[src/rtl/adcts_pkg.sv]
// Constants, types and helpers shared by the conversion timing control block.
// Assumes a single bus clock and a synchronous active-high reset.
package adcts_pkg;

    localparam int ADDR_W = 8;

    // Register byte addresses
    localparam logic [ADDR_W-1:0] TIMING_CTRL_OFS = 8'h04;
    localparam logic [ADDR_W-1:0] SEQ_STATUS_OFS  = 8'h08;

    // AXI response codes
    localparam logic [1:0] RESP_OKAY   = 2'h0;
    localparam logic [1:0] RESP_SLVERR = 2'h2;

    // Timing control register layout
    typedef struct packed {
        logic       low_resolution_select;
        logic [1:0] sample_phase_length;
        logic [4:0] conversion_clock_prescale;
    } adcts_cfg_s;

    localparam logic       RES_SEL_RESET  = 1'h0;
    localparam logic [1:0] SAMPLE_LEN_RESET = 2'h0;
    localparam logic [4:0] PRESCALE_RESET = 5'h05;
    localparam adcts_cfg_s CFG_RESET = '{RES_SEL_RESET, SAMPLE_LEN_RESET, PRESCALE_RESET};

    // Timing counts in conversion clock ticks
    localparam logic [4:0] FIRST_PHASE_TICKS = 5'h02;
    localparam logic [4:0] SECOND_BASE_TICKS = 5'h02;
    localparam logic [4:0] TEN_BIT_TICKS     = 5'h0A;
    localparam logic [4:0] EIGHT_BIT_TICKS   = 5'h08;

    typedef enum logic [1:0] {
        PH_IDLE,
        PH_FIRST,
        PH_SECOND,
        PH_CONVERT
    } adcts_phase_e;

    // Status register layout
    typedef struct packed {
        logic         busy;
        adcts_phase_e phase;
    } adcts_status_s;

    function automatic logic [4:0] adcts_second_len(input logic [1:0] sample_len);
        adcts_second_len = SECOND_BASE_TICKS << sample_len;
    endfunction : adcts_second_len

    function automatic logic [4:0] adcts_conv_len(input logic low_res);
        adcts_conv_len = low_res ? EIGHT_BIT_TICKS : TEN_BIT_TICKS;
    endfunction : adcts_conv_len

endpackage : adcts_pkg

[src/rtl/adcts_timing_ctrl.sv]
// Conversion timing control register with AXI4-Lite access, the conversion
// clock divider and the sample phase timer it steers.
// Assumes an AXI4-Lite master on core_clk and a sequencer on the same clock.
//
// The AXI4-Lite interface to the registers is this design's own decision.
`timescale 1ns/1ps
`default_nettype none

// What this block does
// - Timing control register is eight bits wide at byte offset 0x04.
// - Any write to it aborts a running sequence and never starts one.
// - Bit 7 set gives 8-bit results with a shorter conversion; clear gives 10-bit.
// - Sampling has two phases; the first always lasts two conversion clocks.
// - Bits 6:5 set second phase to 2, 4, 8 or 16 conversion clocks.
// - Bits 4:0 divide bus clock by prescale plus one, then by two.
// - Prescale resets to 5, giving bus clock divided by 12.
module adcts_timing_ctrl
    import adcts_pkg::*;
(
    input  wire logic              core_clk,
    input  wire logic              srst,
    // AXI4-Lite slave
    input  wire logic [ADDR_W-1:0] s_axi_awaddr,
    input  wire logic              s_axi_awvalid,
    output logic                   s_axi_awready,
    input  wire logic [31:0]       s_axi_wdata,
    input  wire logic [3:0]        s_axi_wstrb,
    input  wire logic              s_axi_wvalid,
    output logic                   s_axi_wready,
    output logic [1:0]             s_axi_bresp,
    output logic                   s_axi_bvalid,
    input  wire logic              s_axi_bready,
    input  wire logic [ADDR_W-1:0] s_axi_araddr,
    input  wire logic              s_axi_arvalid,
    output logic                   s_axi_arready,
    output logic [31:0]            s_axi_rdata,
    output logic [1:0]             s_axi_rresp,
    output logic                   s_axi_rvalid,
    input  wire logic              s_axi_rready,
    // Sequencer side
    input  wire logic              seq_start,
    output adcts_cfg_s             timing_cfg,
    output logic                   conv_clk_en,
    output adcts_phase_e           seq_phase,
    output logic                   seq_busy,
    output logic                   seq_done,
    output logic                   seq_abort
);

    typedef enum logic [1:0] {
        SEL_NONE,
        SEL_TIMING,
        SEL_STATUS
    } adcts_sel_e;

    function automatic adcts_sel_e reg_sel(input logic [ADDR_W-1:0] addr);
        if (addr == TIMING_CTRL_OFS) begin
            reg_sel = SEL_TIMING;
        end else if (addr == SEQ_STATUS_OFS) begin
            reg_sel = SEL_STATUS;
        end else begin
            reg_sel = SEL_NONE;
        end
    endfunction : reg_sel

    // Write channel holding state
    logic              aw_full_q, aw_full_d;
    logic [ADDR_W-1:0] aw_addr_q, aw_addr_d;
    logic              w_full_q,  w_full_d;
    logic [31:0]       w_data_q,  w_data_d;
    logic [3:0]        w_strb_q,  w_strb_d;
    logic              bvalid_q,  bvalid_d;
    logic [1:0]        bresp_q,   bresp_d;
    logic              do_write;
    logic              wr_timing;

    always_comb begin
        s_axi_awready = !aw_full_q && !bvalid_q;
        s_axi_wready  = !w_full_q && !bvalid_q;
        do_write      = aw_full_q && w_full_q && !bvalid_q;
        wr_timing     = do_write && reg_sel(aw_addr_q) == SEL_TIMING;
        aw_full_d     = aw_full_q;
        aw_addr_d     = aw_addr_q;
        w_full_d      = w_full_q;
        w_data_d      = w_data_q;
        w_strb_d      = w_strb_q;
        bvalid_d      = bvalid_q;
        bresp_d       = bresp_q;
        if (s_axi_awvalid && s_axi_awready) begin
            aw_full_d = 1'b1;
            aw_addr_d = s_axi_awaddr;
        end
        if (s_axi_wvalid && s_axi_wready) begin
            w_full_d = 1'b1;
            w_data_d = s_axi_wdata;
            w_strb_d = s_axi_wstrb;
        end
        if (do_write) begin
            aw_full_d = 1'b0;
            w_full_d  = 1'b0;
            bvalid_d  = 1'b1;
            bresp_d   = (reg_sel(aw_addr_q) == SEL_NONE) ? RESP_SLVERR : RESP_OKAY;
        end else if (bvalid_q && s_axi_bready) begin
            bvalid_d = 1'b0;
        end
    end

    always_ff @(posedge core_clk) begin
        if (srst) begin
            aw_full_q <= 1'b0;
            aw_addr_q <= '0;
            w_full_q  <= 1'b0;
            w_data_q  <= 32'h00000000;
            w_strb_q  <= 4'h0;
            bvalid_q  <= 1'b0;
            bresp_q   <= RESP_OKAY;
        end else begin
            aw_full_q <= aw_full_d;
            aw_addr_q <= aw_addr_d;
            w_full_q  <= w_full_d;
            w_data_q  <= w_data_d;
            w_strb_q  <= w_strb_d;
            bvalid_q  <= bvalid_d;
            bresp_q   <= bresp_d;
        end
    end

    assign s_axi_bvalid = bvalid_q;
    assign s_axi_bresp  = bresp_q;

    // Timing control register and abort pulse
    adcts_cfg_s cfg_q, cfg_d;
    logic       abort_q, abort_d;

    always_comb begin
        cfg_d   = cfg_q;
        abort_d = wr_timing;
        if (wr_timing && w_strb_q[0]) begin
            cfg_d = adcts_cfg_s'(w_data_q[7:0]);
        end
    end

    always_ff @(posedge core_clk) begin
        if (srst) begin
            cfg_q   <= CFG_RESET;
            abort_q <= 1'b0;
        end else begin
            cfg_q   <= cfg_d;
            abort_q <= abort_d;
        end
    end

    assign timing_cfg = cfg_q;
    assign seq_abort  = abort_q;

    // Conversion clock and phase timing
    adcts_phase_e phase;

    adcts_conv_clk_div u_div (
        .core_clk (core_clk),
        .srst     (srst),
        .restart  (wr_timing),
        .prescale (cfg_q.conversion_clock_prescale),
        .conv_en  (conv_clk_en)
    );

    // A write only aborts; start comes solely from the sequencer
    adcts_sample_timer u_timer (
        .core_clk (core_clk),
        .srst     (srst),
        .conv_en  (conv_clk_en),
        .start    (seq_start),
        .abort    (wr_timing),
        .cfg      (cfg_q),
        .phase    (phase),
        .done     (seq_done)
    );

    assign seq_phase = phase;
    assign seq_busy  = (phase != PH_IDLE);

    // Read channel
    adcts_status_s status;
    logic          rvalid_q, rvalid_d;
    logic [31:0]   rdata_q,  rdata_d;
    logic [1:0]    rresp_q,  rresp_d;

    always_comb begin
        status        = '{busy: seq_busy, phase: phase};
        s_axi_arready = !rvalid_q;
        rvalid_d      = rvalid_q;
        rdata_d       = rdata_q;
        rresp_d       = rresp_q;
        if (s_axi_arvalid && s_axi_arready) begin
            rvalid_d = 1'b1;
            rresp_d  = RESP_OKAY;
            unique case (reg_sel(s_axi_araddr))
                SEL_TIMING: rdata_d = {24'h000000, cfg_q};
                SEL_STATUS: rdata_d = {29'h00000000, status};
                default: begin
                    rdata_d = 32'h00000000;
                    rresp_d = RESP_SLVERR;
                end
            endcase
        end else if (rvalid_q && s_axi_rready) begin
            rvalid_d = 1'b0;
        end
    end

    always_ff @(posedge core_clk) begin
        if (srst) begin
            rvalid_q <= 1'b0;
            rdata_q  <= 32'h00000000;
            rresp_q  <= RESP_OKAY;
        end else begin
            rvalid_q <= rvalid_d;
            rdata_q  <= rdata_d;
            rresp_q  <= rresp_d;
        end
    end

    assign s_axi_rvalid = rvalid_q;
    assign s_axi_rdata  = rdata_q;
    assign s_axi_rresp  = rresp_q;

    // Checks
    a_reg_write: assert property (@(posedge core_clk) disable iff (srst)
        do_write && aw_addr_q == 8'h04 && w_strb_q[0]
        |=> timing_cfg == $past(w_data_q[7:0]) && s_axi_bvalid)
        else $error("timing register write not stored");

    a_reg_read: assert property (@(posedge core_clk) disable iff (srst)
        s_axi_arvalid && s_axi_arready && s_axi_araddr == 8'h04
        |=> s_axi_rvalid && s_axi_rdata == {24'h000000, $past(cfg_q)})
        else $error("timing register read wrong");

    a_write_abort: assert property (@(posedge core_clk) disable iff (srst)
        wr_timing |=> seq_abort && seq_phase == PH_IDLE)
        else $error("write did not abort the sequence");

    a_no_restart: assert property (@(posedge core_clk) disable iff (srst)
        wr_timing |=> !seq_busy ##1 (!seq_busy || $past(seq_start)))
        else $error("write started a sequence");

    a_reset_prescale: assert property (@(posedge core_clk) disable iff (srst)
        $fell(srst) |-> timing_cfg.conversion_clock_prescale == 5'h05
        ##12 conv_clk_en)
        else $error("reset prescale not divide by twelve");

    a_resolution_out: assert property (@(posedge core_clk) disable iff (srst)
        wr_timing && w_strb_q[0]
        |=> timing_cfg.low_resolution_select == $past(w_data_q[7]))
        else $error("resolution select not applied");

    a_write_okay: assert property (@(posedge core_clk) disable iff (srst)
        do_write && aw_addr_q == TIMING_CTRL_OFS
        |=> s_axi_bvalid && s_axi_bresp == RESP_OKAY)
        else $error("timing register write not answered okay");

    a_unmapped_write: assert property (@(posedge core_clk) disable iff (srst)
        do_write && aw_addr_q != TIMING_CTRL_OFS && aw_addr_q != SEQ_STATUS_OFS
        |=> s_axi_bresp == RESP_SLVERR && $stable(timing_cfg))
        else $error("unmapped write not refused");

    a_status_write: assert property (@(posedge core_clk) disable iff (srst)
        do_write && aw_addr_q == SEQ_STATUS_OFS
        |=> s_axi_bresp == RESP_OKAY && $stable(timing_cfg))
        else $error("status write had an effect");

    a_strobe_keep: assert property (@(posedge core_clk) disable iff (srst)
        wr_timing && !w_strb_q[0] |=> $stable(timing_cfg))
        else $error("write without strobe changed the register");

    a_prescale_store: assert property (@(posedge core_clk) disable iff (srst)
        wr_timing && w_strb_q[0]
        |=> timing_cfg.conversion_clock_prescale == $past(w_data_q[4:0]))
        else $error("prescale field not applied");

    a_sample_store: assert property (@(posedge core_clk) disable iff (srst)
        wr_timing && w_strb_q[0]
        |=> timing_cfg.sample_phase_length == $past(w_data_q[6:5]))
        else $error("sample length field not applied");

    a_cfg_hold: assert property (@(posedge core_clk) disable iff (srst)
        !wr_timing |=> $stable(timing_cfg))
        else $error("register changed without a write");

    a_abort_cause: assert property (@(posedge core_clk) disable iff (srst)
        seq_abort |-> $past(wr_timing))
        else $error("abort without a register write");

    a_abort_single: assert property (@(posedge core_clk) disable iff (srst)
        seq_abort |=> !seq_abort)
        else $error("abort longer than one cycle");

    a_restart_quiet: assert property (@(posedge core_clk) disable iff (srst)
        wr_timing |=> !conv_clk_en [*2])
        else $error("divider pulsed right after restart");

    a_read_hold: assert property (@(posedge core_clk) disable iff (srst)
        s_axi_rvalid && !s_axi_rready
        |=> s_axi_rvalid && $stable(s_axi_rdata) && $stable(s_axi_rresp))
        else $error("read answer dropped before accept");

    a_resp_hold: assert property (@(posedge core_clk) disable iff (srst)
        s_axi_bvalid && !s_axi_bready |=> s_axi_bvalid && $stable(s_axi_bresp))
        else $error("write answer dropped before accept");

endmodule : adcts_timing_ctrl
`default_nettype wire

[src/rtl/adcts_conv_clk_div.sv]
// Conversion clock divider: one-cycle enable every 2*(prescale+1) bus clocks.
// Assumes restart is a one-cycle pulse on the same clock.
`timescale 1ns/1ps
`default_nettype none
module adcts_conv_clk_div
    import adcts_pkg::*;
(
    input  wire logic       core_clk,
    input  wire logic       srst,
    input  wire logic       restart,
    input  wire logic [4:0] prescale,
    output logic            conv_en
);

    logic [5:0] cnt_q, cnt_d;
    logic       en_q, en_d;
    logic       terminal;

    always_comb begin
        terminal = (cnt_q == {prescale, 1'b1});
        cnt_d    = (restart || terminal) ? 6'h00 : cnt_q + 6'h01;
        en_d     = terminal && !restart;
    end

    always_ff @(posedge core_clk) begin
        if (srst) begin
            cnt_q <= 6'h00;
            en_q  <= 1'b0;
        end else begin
            cnt_q <= cnt_d;
            en_q  <= en_d;
        end
    end

    assign conv_en = en_q;

    // Checking helpers: cycles since last pulse or restart
    logic [6:0] gap_q;
    logic       from_pulse_q;
    always_ff @(posedge core_clk) begin
        if (srst) begin
            gap_q        <= 7'h01;
            from_pulse_q <= 1'b0;
        end else begin
            gap_q        <= (en_q || restart) ? 7'h01 : gap_q + 7'h01;
            from_pulse_q <= restart ? 1'b0 : (en_q ? 1'b1 : from_pulse_q);
        end
    end

    a_div_period: assert property (@(posedge core_clk) disable iff (srst)
        en_q && from_pulse_q |-> gap_q == ({2'h0, prescale} + 7'h01) << 1)
        else $error("conversion clock period wrong");

    a_div_restart: assert property (@(posedge core_clk) disable iff (srst)
        en_q && !from_pulse_q |-> gap_q == ({2'h0, prescale} << 1) + 7'h03)
        else $error("divider did not restart");

endmodule : adcts_conv_clk_div
`default_nettype wire

[src/rtl/adcts_sample_timer.sv]
// Sample and conversion phase timer driven by conversion clock ticks.
// Assumes start and abort come from logic on the same clock.
`timescale 1ns/1ps
`default_nettype none
module adcts_sample_timer
    import adcts_pkg::*;
(
    input  wire logic       core_clk,
    input  wire logic       srst,
    input  wire logic       conv_en,
    input  wire logic       start,
    input  wire logic       abort,
    input  wire adcts_cfg_s cfg,
    output adcts_phase_e    phase,
    output logic            done
);

    adcts_phase_e state_q, state_d;
    logic [4:0]   cnt_q, cnt_d;
    logic         done_q, done_d;
    logic [4:0]   len;

    always_comb begin
        state_d = state_q;
        cnt_d   = cnt_q;
        done_d  = 1'b0;
        len     = FIRST_PHASE_TICKS;
        unique case (state_q)
            PH_IDLE:    len = FIRST_PHASE_TICKS;
            PH_FIRST:   len = FIRST_PHASE_TICKS;
            PH_SECOND:  len = adcts_second_len(cfg.sample_phase_length);
            PH_CONVERT: len = adcts_conv_len(cfg.low_resolution_select);
        endcase
        if (abort) begin
            state_d = PH_IDLE;
            cnt_d   = 5'h00;
        end else if (state_q == PH_IDLE) begin
            if (start) begin
                state_d = PH_FIRST;
                cnt_d   = 5'h00;
            end
        end else if (conv_en) begin
            if (cnt_q == len - 5'h01) begin
                cnt_d = 5'h00;
                unique case (state_q)
                    PH_FIRST:   state_d = PH_SECOND;
                    PH_SECOND:  state_d = PH_CONVERT;
                    PH_CONVERT: begin
                        state_d = PH_IDLE;
                        done_d  = 1'b1;
                    end
                    PH_IDLE:    state_d = PH_IDLE;
                endcase
            end else begin
                cnt_d = cnt_q + 5'h01;
            end
        end
    end

    always_ff @(posedge core_clk) begin
        if (srst) begin
            state_q <= PH_IDLE;
            cnt_q   <= 5'h00;
            done_q  <= 1'b0;
        end else begin
            state_q <= state_d;
            cnt_q   <= cnt_d;
            done_q  <= done_d;
        end
    end

    assign phase = state_q;
    assign done  = done_q;

    // Checking helper: ticks seen in the current phase
    logic [4:0] tick_q;
    always_ff @(posedge core_clk) begin
        if (srst || state_q != state_d) begin
            tick_q <= 5'h00;
        end else begin
            tick_q <= tick_q + {4'h0, conv_en};
        end
    end

    a_first_phase: assert property (@(posedge core_clk) disable iff (srst)
        state_q == PH_FIRST && state_d == PH_SECOND |-> tick_q == 5'h01)
        else $error("first sample phase not two ticks");

    a_second_phase: assert property (@(posedge core_clk) disable iff (srst)
        state_q == PH_SECOND && state_d == PH_CONVERT
        |-> tick_q + 5'h01 == (5'h02 << cfg.sample_phase_length))
        else $error("second sample phase length wrong");

    a_conv_length: assert property (@(posedge core_clk) disable iff (srst)
        state_q == PH_CONVERT && conv_en && state_d == PH_IDLE && !abort
        |-> tick_q == (cfg.low_resolution_select ? 5'h07 : 5'h09) ##1 done)
        else $error("conversion length wrong");

endmodule : adcts_sample_timer
`default_nettype wire

[config.mk]
export PLATFORM = sky130hd
export DESIGN_NAME = adcts_timing_ctrl
export DESIGN_NICKNAME = d
export VERILOG_FILES = /design/src/rtl/adcts_pkg.sv /design/src/rtl/adcts_timing_ctrl.sv /design/src/rtl/adcts_conv_clk_div.sv /design/src/rtl/adcts_sample_timer.sv
export SDC_FILE = /design/constraint.sdc
export NUM_CORES = 1
export LEC_CHECK = 0
export BUFFER_PORTS_ARGS = -buffer_cell sky130_fd_sc_hd__buf_2
export CORE_ASPECT_RATIO = 0.9
export CORE_MARGIN = 5
export CORE_UTILIZATION = 40
export DETAILED_ROUTE_END_ITERATION = 6
export PLACE_DENSITY = 0.73
export SLEW_MARGIN = 20
export SYNTH_ARGS = -nofsm -noshare
export SYNTH_HDL_FRONTEND = slang
export SYNTH_HIERARCHICAL = 1
export SYNTH_SLANG_ARGS = --single-unit
[constraint.sdc]
create_clock -name core_clk -period 4.52 [get_ports core_clk]
set_clock_uncertainty 0.05 [all_clocks]
set_input_delay 0.226 -clock core_clk [delete_from_list [all_inputs] [get_ports core_clk]]
set_output_delay 0.226 -clock core_clk [all_outputs]
set_load 0.02 [all_outputs]
==> run metrics, run 1 <==
run status completed; initial antenna violation count 0; Root Driver clkbuf_8; Crit Path Category reg2reg; LEAKAGE 0.001396 uW; DRT Wirelength 6029 um; Distinct cells, synth 54; Max transition margin 44.17%; Seq pwr share 55.4%; DP HPWL between 4000 and 5000 um; period utilization 60.46%; Yosys reg bits 55; DRT Pass-1 Iters 5; Setup crit start kind flop; die height 87.93 um; total power 939.2 uW; Pint 665.7 uW; Max Cap Viol 0; Placer Congestion 0.8046; Slew Limit Fails 0; Logic pwr share about 16%; DRT antenna net count 0; Final setup viols 0; total die area 8492 um2; synth-to-layout area growth 14.05%; Starting Density 40.98%; R2R Setup Slk 1.79 ns; Crit path max-delay family adder cells; hold buffers post-CTS 0; fraction of layout cells with a size suffix above 1 22.93%; first-pass GRT wire length about 9000 um; final net count 441; RSZ-0062 raised after global routing no; DR vias/cell 4.884; Worst Tran Pin Value 0.8374 ns; Clock Sinks 55; CTS max path bufs 2; worst skew pair latency about 0.31 ns; Clock Pin Slew Worst Setup and Hold Paths 0.10 ns; Num CTS Buffers 5; Worst Setup Slack post-DPL 1.840 ns; Synth Area per Inst 8.568 um2; core area 6586 um2; TNS Setup 0 ns; Port Buffer Count slightly above 60; CP max stage cell dfxtp_1; CP Capture Type flop; I/O Pins 115; via count 2271; Sw Pwr 273.5 uW; Peak VDD IR roughly 0.096 mV; Crit Path Max Fanout 8; synthesized area 2699 um2; hold violation count in the final report 0; H-tree depth 2; DR iter-0 viols 80; largest net degree at the start of global routing 49; Rows 28; Die Wd 96.59 um; Resized cells post-CTS 0; vias in the first global route 2044; CP Buf/Inv Count 0; # DRC 0; Top cell by count, worst path ha_1; sequential cell area fraction in the yosys report 40.80%; drt wl/cell 12.97 um; Sw Share about 29%; setup bufs post-CTS 0; Hold Path Class in2reg; Cells after Synth 315; all-layer global routing usage between 10% and 20%; final design utilization a little under half; fmax 365.9 MHz; Inserted Diodes 0; CP peak stage delay 0.50 ns; Critical Path AT between 2 and 3 ns; CTS tree done; power density cells 305.1 nW/um2; Tmin final ~2.7 ns; total gr overflow 0; synth warn 6; WP data required ~4.7 ns; hold_ws 0.03376 ns; final worst slack 1.787 ns; CP cell instances ha_1 > mux2i_1 > nor2_1 > ha_1 > xor2_1 > and2_1 > o2111ai_2 > or3_1 > o211a_1; clock network power share 28.9%
-- cell type report --
cell class	instances	area (um2)
Fill cell	677	3508
Multi-Input combinational cell	246	1446
Sequential cell	55	1101
Timing Repair Buffer	62	312.8
Tap cell	90	112.6
Clock buffer	6	72.57
Clock inverter	2	17.52
Inverter	4	15.01
-- worst paths after layout --
path,startpoint,end,depth (start not counted)
setup / recovery,u_timer/phase[1],u_timer/phase[0],9
hold / removal,s_axi_rready,s_axi_rvalid,2
setup reg to reg,u_timer/phase[1],u_timer/phase[0],9
hold reg to reg,w_strb_q[0],w_strb_q[0],2
-- cell families after synthesis --
family	synth area share [%]
and+or+nand+nor	25.64
AOI/OAI and AO/OA	13.31
DFF	40.80
buffers and inverters	9.087
xor gates and xnor gates	4.822
muxes	2.967
adders and majority gates	3.245
other	0.1389
-- state kept, by name (all words and copies together) (netlist names), 2 cells and up --
| register | count |
|---|---|
| aw_addr_q | 8 |
| timing_cfg | 8 |
| u_div/cnt_q | 6 |
| u_timer/phase | 2 |
| u_timer/cnt_q | 5 |
| s_axi_rdata | 8 |
| w_data_q | 8 |
-- cells in the mapped netlist, drive strengths merged --
master   instances  area, um2
a21oi           34      170.2
a211oi           2      15.01
a2111oi          2      25.02
o31a             1      8.760
or2              2      12.51
conb             1      3.750
a22o             3      26.28
nand3           12      60.06
nor3b            3      27.52
nand2b           2      12.51
o211a            1      10.01
nand3b           2      15.01
o311ai           1      8.760
mux2i            8      80.08
xor2             8      70.07
nand2           56      210.2
buf             27      200.2
nand4            3      25.02
o2111ai          2      23.77
o21ai            4      23.77
nor2b            5      31.28
xnor2            6      60.06
o22ai            1      6.260
a31o             1      8.760
clkbuf           8      30.03
and3             3      20.02
and3b            3      26.28
nor4             3      25.02
nor3            10      55.05
and4             1      11.26
nor2            21      78.83
or3              2      12.51
or4              1      11.26
o21a             2      16.27
and2             4      25.02
ha               7      87.58
nor4b            2      32.53
dfxtp           55       1101
a21o             1      8.760
inv              4      15.01
a21boi           1      7.510
-- routing by layer --
layer,vias up,wire (um),global-route usage (%)
met1,1050,2725,17.65
met4,0,95,5.732
met3,8,363,2.148
met5,-,0,0
met2,66,2844,23.06
li1,1147,-,-
-- placed cells by master (no fill, tap or decap), drive strengths merged, types with 4 or more instances in the layout --
| cell type | Yosys | routed |
|---|---|---|
| nor2 | 21 | 21 |
| dfxtp | 55 | 55 |
| mux2i | 8 | 8 |
| a21oi | 34 | 34 |
| conb | 1 | 26 |
| xor2 | 8 | 8 |
| clkbuf | 8 | 6 |
| o21ai | 4 | 4 |
| xnor2 | 6 | 6 |
| nor3 | 10 | 10 |
| nor2b | 5 | 5 |
| nand2 | 56 | 56 |
| and2 | 4 | 4 |
| buf | 27 | 62 |
| ha | 7 | 7 |
| inv | 4 | 4 |
| nand3 | 12 | 12 |
-- power groups by stage --
| stage | logic, uW | registers (uW) | clock network, uW |
|---|---|---|---|
| floorplan | 120 | 532 | 0 |
| global placement | 144 | 530 | 0 |
| detailed placement | 148 | 531 | 0 |
| CTS | 149 | 520 | 282 |
| global route | 165 | 523 | 297 |
| finish | 148 | 520 | 271 |
-- per-stage QoR --
step,area [um2],std cells
after detailed placement,2988,457
after CTS,3078,465
after floorplan,2793,340
after global placement,2988,457
after global routing,3078,465
final,3078,465
Power figures use the tool's default switching activity.
==> inputs of run 2 (changes only) <==
Settings changed: ABC_AREA from default to 1, PLACE_DENSITY 0.73 to 0.71.
Clock period 4.52 ns to 2.55 ns, I/O delays scaled along.
==> run 2 against run 1 <==
Against the previous run: total power up 98%; worst hold slack lost 0.026 ns; final area grew 11%; maximum frequency grew 17%; largest power group unchanged.
==> run metrics, run 2 <==
largest net degree at the start of global routing 34; CTS max path bufs 2; fraction of layout cells with a size suffix above 1 23.47%; Worst Tran Pin Value 0.8921 ns; R2R Setup Slk 0.22 ns; sequential cell area fraction in the yosys report 36.20%; Reg2Reg Capture Point u_timer/phase[0]; Clock Sinks 55; Crit Path Max Fanout 5; leading cell type in the layout, fill and taps excluded nand2_1; CP Buf/Inv Count 2; Cells after Synth between 400 and 500; Peak VDD IR 0.2556 mV; DRT Wirelength approximately 6400 um; all-layer global routing usage 13.91%; Logic pwr share 23.0%; Multi-input gate area 1524 um2; ys flop type dfxtp_1; final design utilization 45.80%; Hold EP w_data_q[2]; Reg-to-Reg Start u_timer/phase[0]; synthesized area 3042 um2; Rows 30; DR vias/cell 4.541; Die Wd 101.9 um; Num CTS Buffers 5; register area around 1100 um2; Tmin final 2.332 ns; TNS Setup 0 ns; Root Driver clkbuf_8; top-area cell type share of the netlist area between 30% and 40%; Inserted Diodes 0; worst skew pair latency roughly 0.31 ns; vias in the first global route about 2500; H-tree depth 2; Resized cells post-CTS 0; Port Buffer Count between 60 and 70; die height about 93 um; hold path depth 3; total gr overflow 0; synth-to-layout area growth 12.46%; HP Start s_axi_wdata[2]; Crit Path Category reg2reg; RSZ-0062 raised after global routing no; Final Non-Filler Cells 586; CP Capture Type flop; period utilization 91.45%; Distinct cells, synth 35; synth warn 6; Max transition margin 40.46%; DR iter-0 viols 86; ranking of synthesized cells by area dfxtp_1 (36%), nand2_1 (9.5%), nor2_1 (8.0%); most frequent cells after synthesis nand2_1 (77), nor2_1 (65), inv_1 (56); fill cell count 767; Clock Pin Slew Worst Setup and Hold Paths 0.10 ns; via count approximately 2700; Hold Path Class in2reg; Pint 1249 uW; final net count 557; most frequent cells in the layout nand2_1 (77), nor2_1 (65), buf_2 (61); Cells after DPL approximately 580; Final setup viols 0; first-pass GRT wire length 10750 um; Placer Congestion 0.7927; initial antenna violation count 0; Critical Path AT 2.49 ns; r2r worst-path depth 14; most frequent cell after synthesis nand2_1; CP max stage cell dfxtp_1; clock network power share 26.1%; DP HPWL 5050 um; Sw Pwr just over 600 uW; CP peak stage delay 0.42 ns; Setup crit start kind flop; hold violation count in the final report 0; run status completed; Yosys reg bits 55; I/O Pins 115; # DRC 0; Slew Limit Fails 0; LEAKAGE 0.001642 uW; Starting Density 40.72%; Crit path max-delay family simple AND/OR/NAND/NOR gates; Synth Area per Inst 7.107 um2; total die area 9451 um2; CP cell instances inv_1 > ha_1 > inv_1 > nand2_1 > nand2_2 > nor2_4 > ha_1 > xnor2_1 > nor2_1 > nand2_1 > nor2_4 > nand4_4 > a21oi_1 > nor2_1; fmax between 400 and 500 MHz; Post-synth EDFFs 0; drt wl/cell 10.97 um; Seq pwr share 50.9%; async set-reset flop share out of synthesis 0%; Sw Share 32.93%; DRT antenna net count 0; CTS tree done; WP data required around 2.7 ns; core area between 7000 and 8000 um2; DRT Pass-1 Iters 5; Max Cap Viol 0; power density cells 544.4 nW/um2; area leader, netlist dfxtp_1; setup bufs post-CTS 0
==> run 2: changes by cell type after synthesis, moves of 15 or more <==
| cell | before | now |
|---|---|---|
| a21oi_1 | 34 | 17 |
| inv_1 | 4 | 56 |
| nand2_1 | 56 | 77 |
| nand3_1 | 12 | 27 |
| nor2_1 | 21 | 65 |
| o21ai_0 | 2 | 21 |
==> run 2: how the worst max path moves through the flow <==
stage                     slack (ns)  cells past startpoint          endpoint             start
after CTS                       0.20                     14  u_timer/phase[0]  u_timer/phase[0]
after global routing            0.02                     16  u_timer/phase[1]  u_timer/phase[0]
after floorplan                 0.27                     14  u_timer/phase[0]  u_timer/phase[0]
after detailed placement        0.21                     14  u_timer/phase[0]  u_timer/phase[0]
final                           0.22                     14  u_timer/phase[0]  u_timer/phase[0]
after global placement          0.28                     14  u_timer/phase[0]  u_timer/phase[0]
==> run 2: worst reg2reg max path: stages (launching register included) <==
cell	delay (ns)
dfxtp_1	0.42
inv_1	0.12
ha_1	0.28
inv_1	0.07
nand2_1	0.06
nand2_2	0.07
nor2_4	0.04
ha_1	0.30
xnor2_1	0.13
nor2_1	0.09
nand2_1	0.09
nor2_4	0.15
nand4_4	0.14
a21oi_1	0.16
nor2_1	0.07
==> run 2: metal layers <==
layer	part of all wire (%)	routed length (um)	global-route usage [%]
met4	2.0	131	5.137
met5	0	0	0
met3	5.4	346	3.087
met1	42	2685	15.78
met2	51	3262	25.16
==> run 2: per-stage QoR <==
step | worst slack (ns) | power (uW) | area, um2 | hold WS [ns]
detailed placement | 0.2134 | 1397 | 3324 | 0.3235
finish | 0.2180 | 1862 | 3421 | 0.007459
global route | 0.01664 | 1985 | 3421 | 0.02317
global placement | 0.2842 | 1385 | 3324 | 0.3201
CTS | 0.2041 | 1887 | 3421 | 0.003762
floorplan | 0.2710 | 1323 | 3136 | 0.1466
==> run 2: cell families after synthesis <==
family,synth area share (%)
AND/OR/NAND/NOR,34.35
buffers and inverters,16.78
flip-flops,36.20
AO/OA/AOI/OAI,8.515
adder cells (fa/ha/maj),2.879
XOR/XNOR,1.152
other,0.1233
==> run 2: what timing repair did <==
action	4_1_cts	5_1_grt
hold buffers	1	0
endpoints found under the setup margin	0	0
hold endpoints to repair	1	0
==> run 2: final cells by class <==
type	instances	area share [%]
clock buffer	5	2.012
clock inverter	2	0.5121
inverter	66	7.352
multi-input combinational	297	44.55
sequential	55	32.19
tap	96	3.511
timing repair buffer	65	9.876
==> run 2: power by group through the flow <==
| stage | Clock (uW) | Combinational, uW | Sequential [uW] |
|---|---|---|---|
| floorplan | 0 | 342 | 981 |
| global placement | 0 | 420 | 965 |
| detailed placement | 0 | 429 | 968 |
| CTS | 508 | 432 | 948 |
| global route | 544 | 485 | 956 |
| finish | 486 | 429 | 947 |
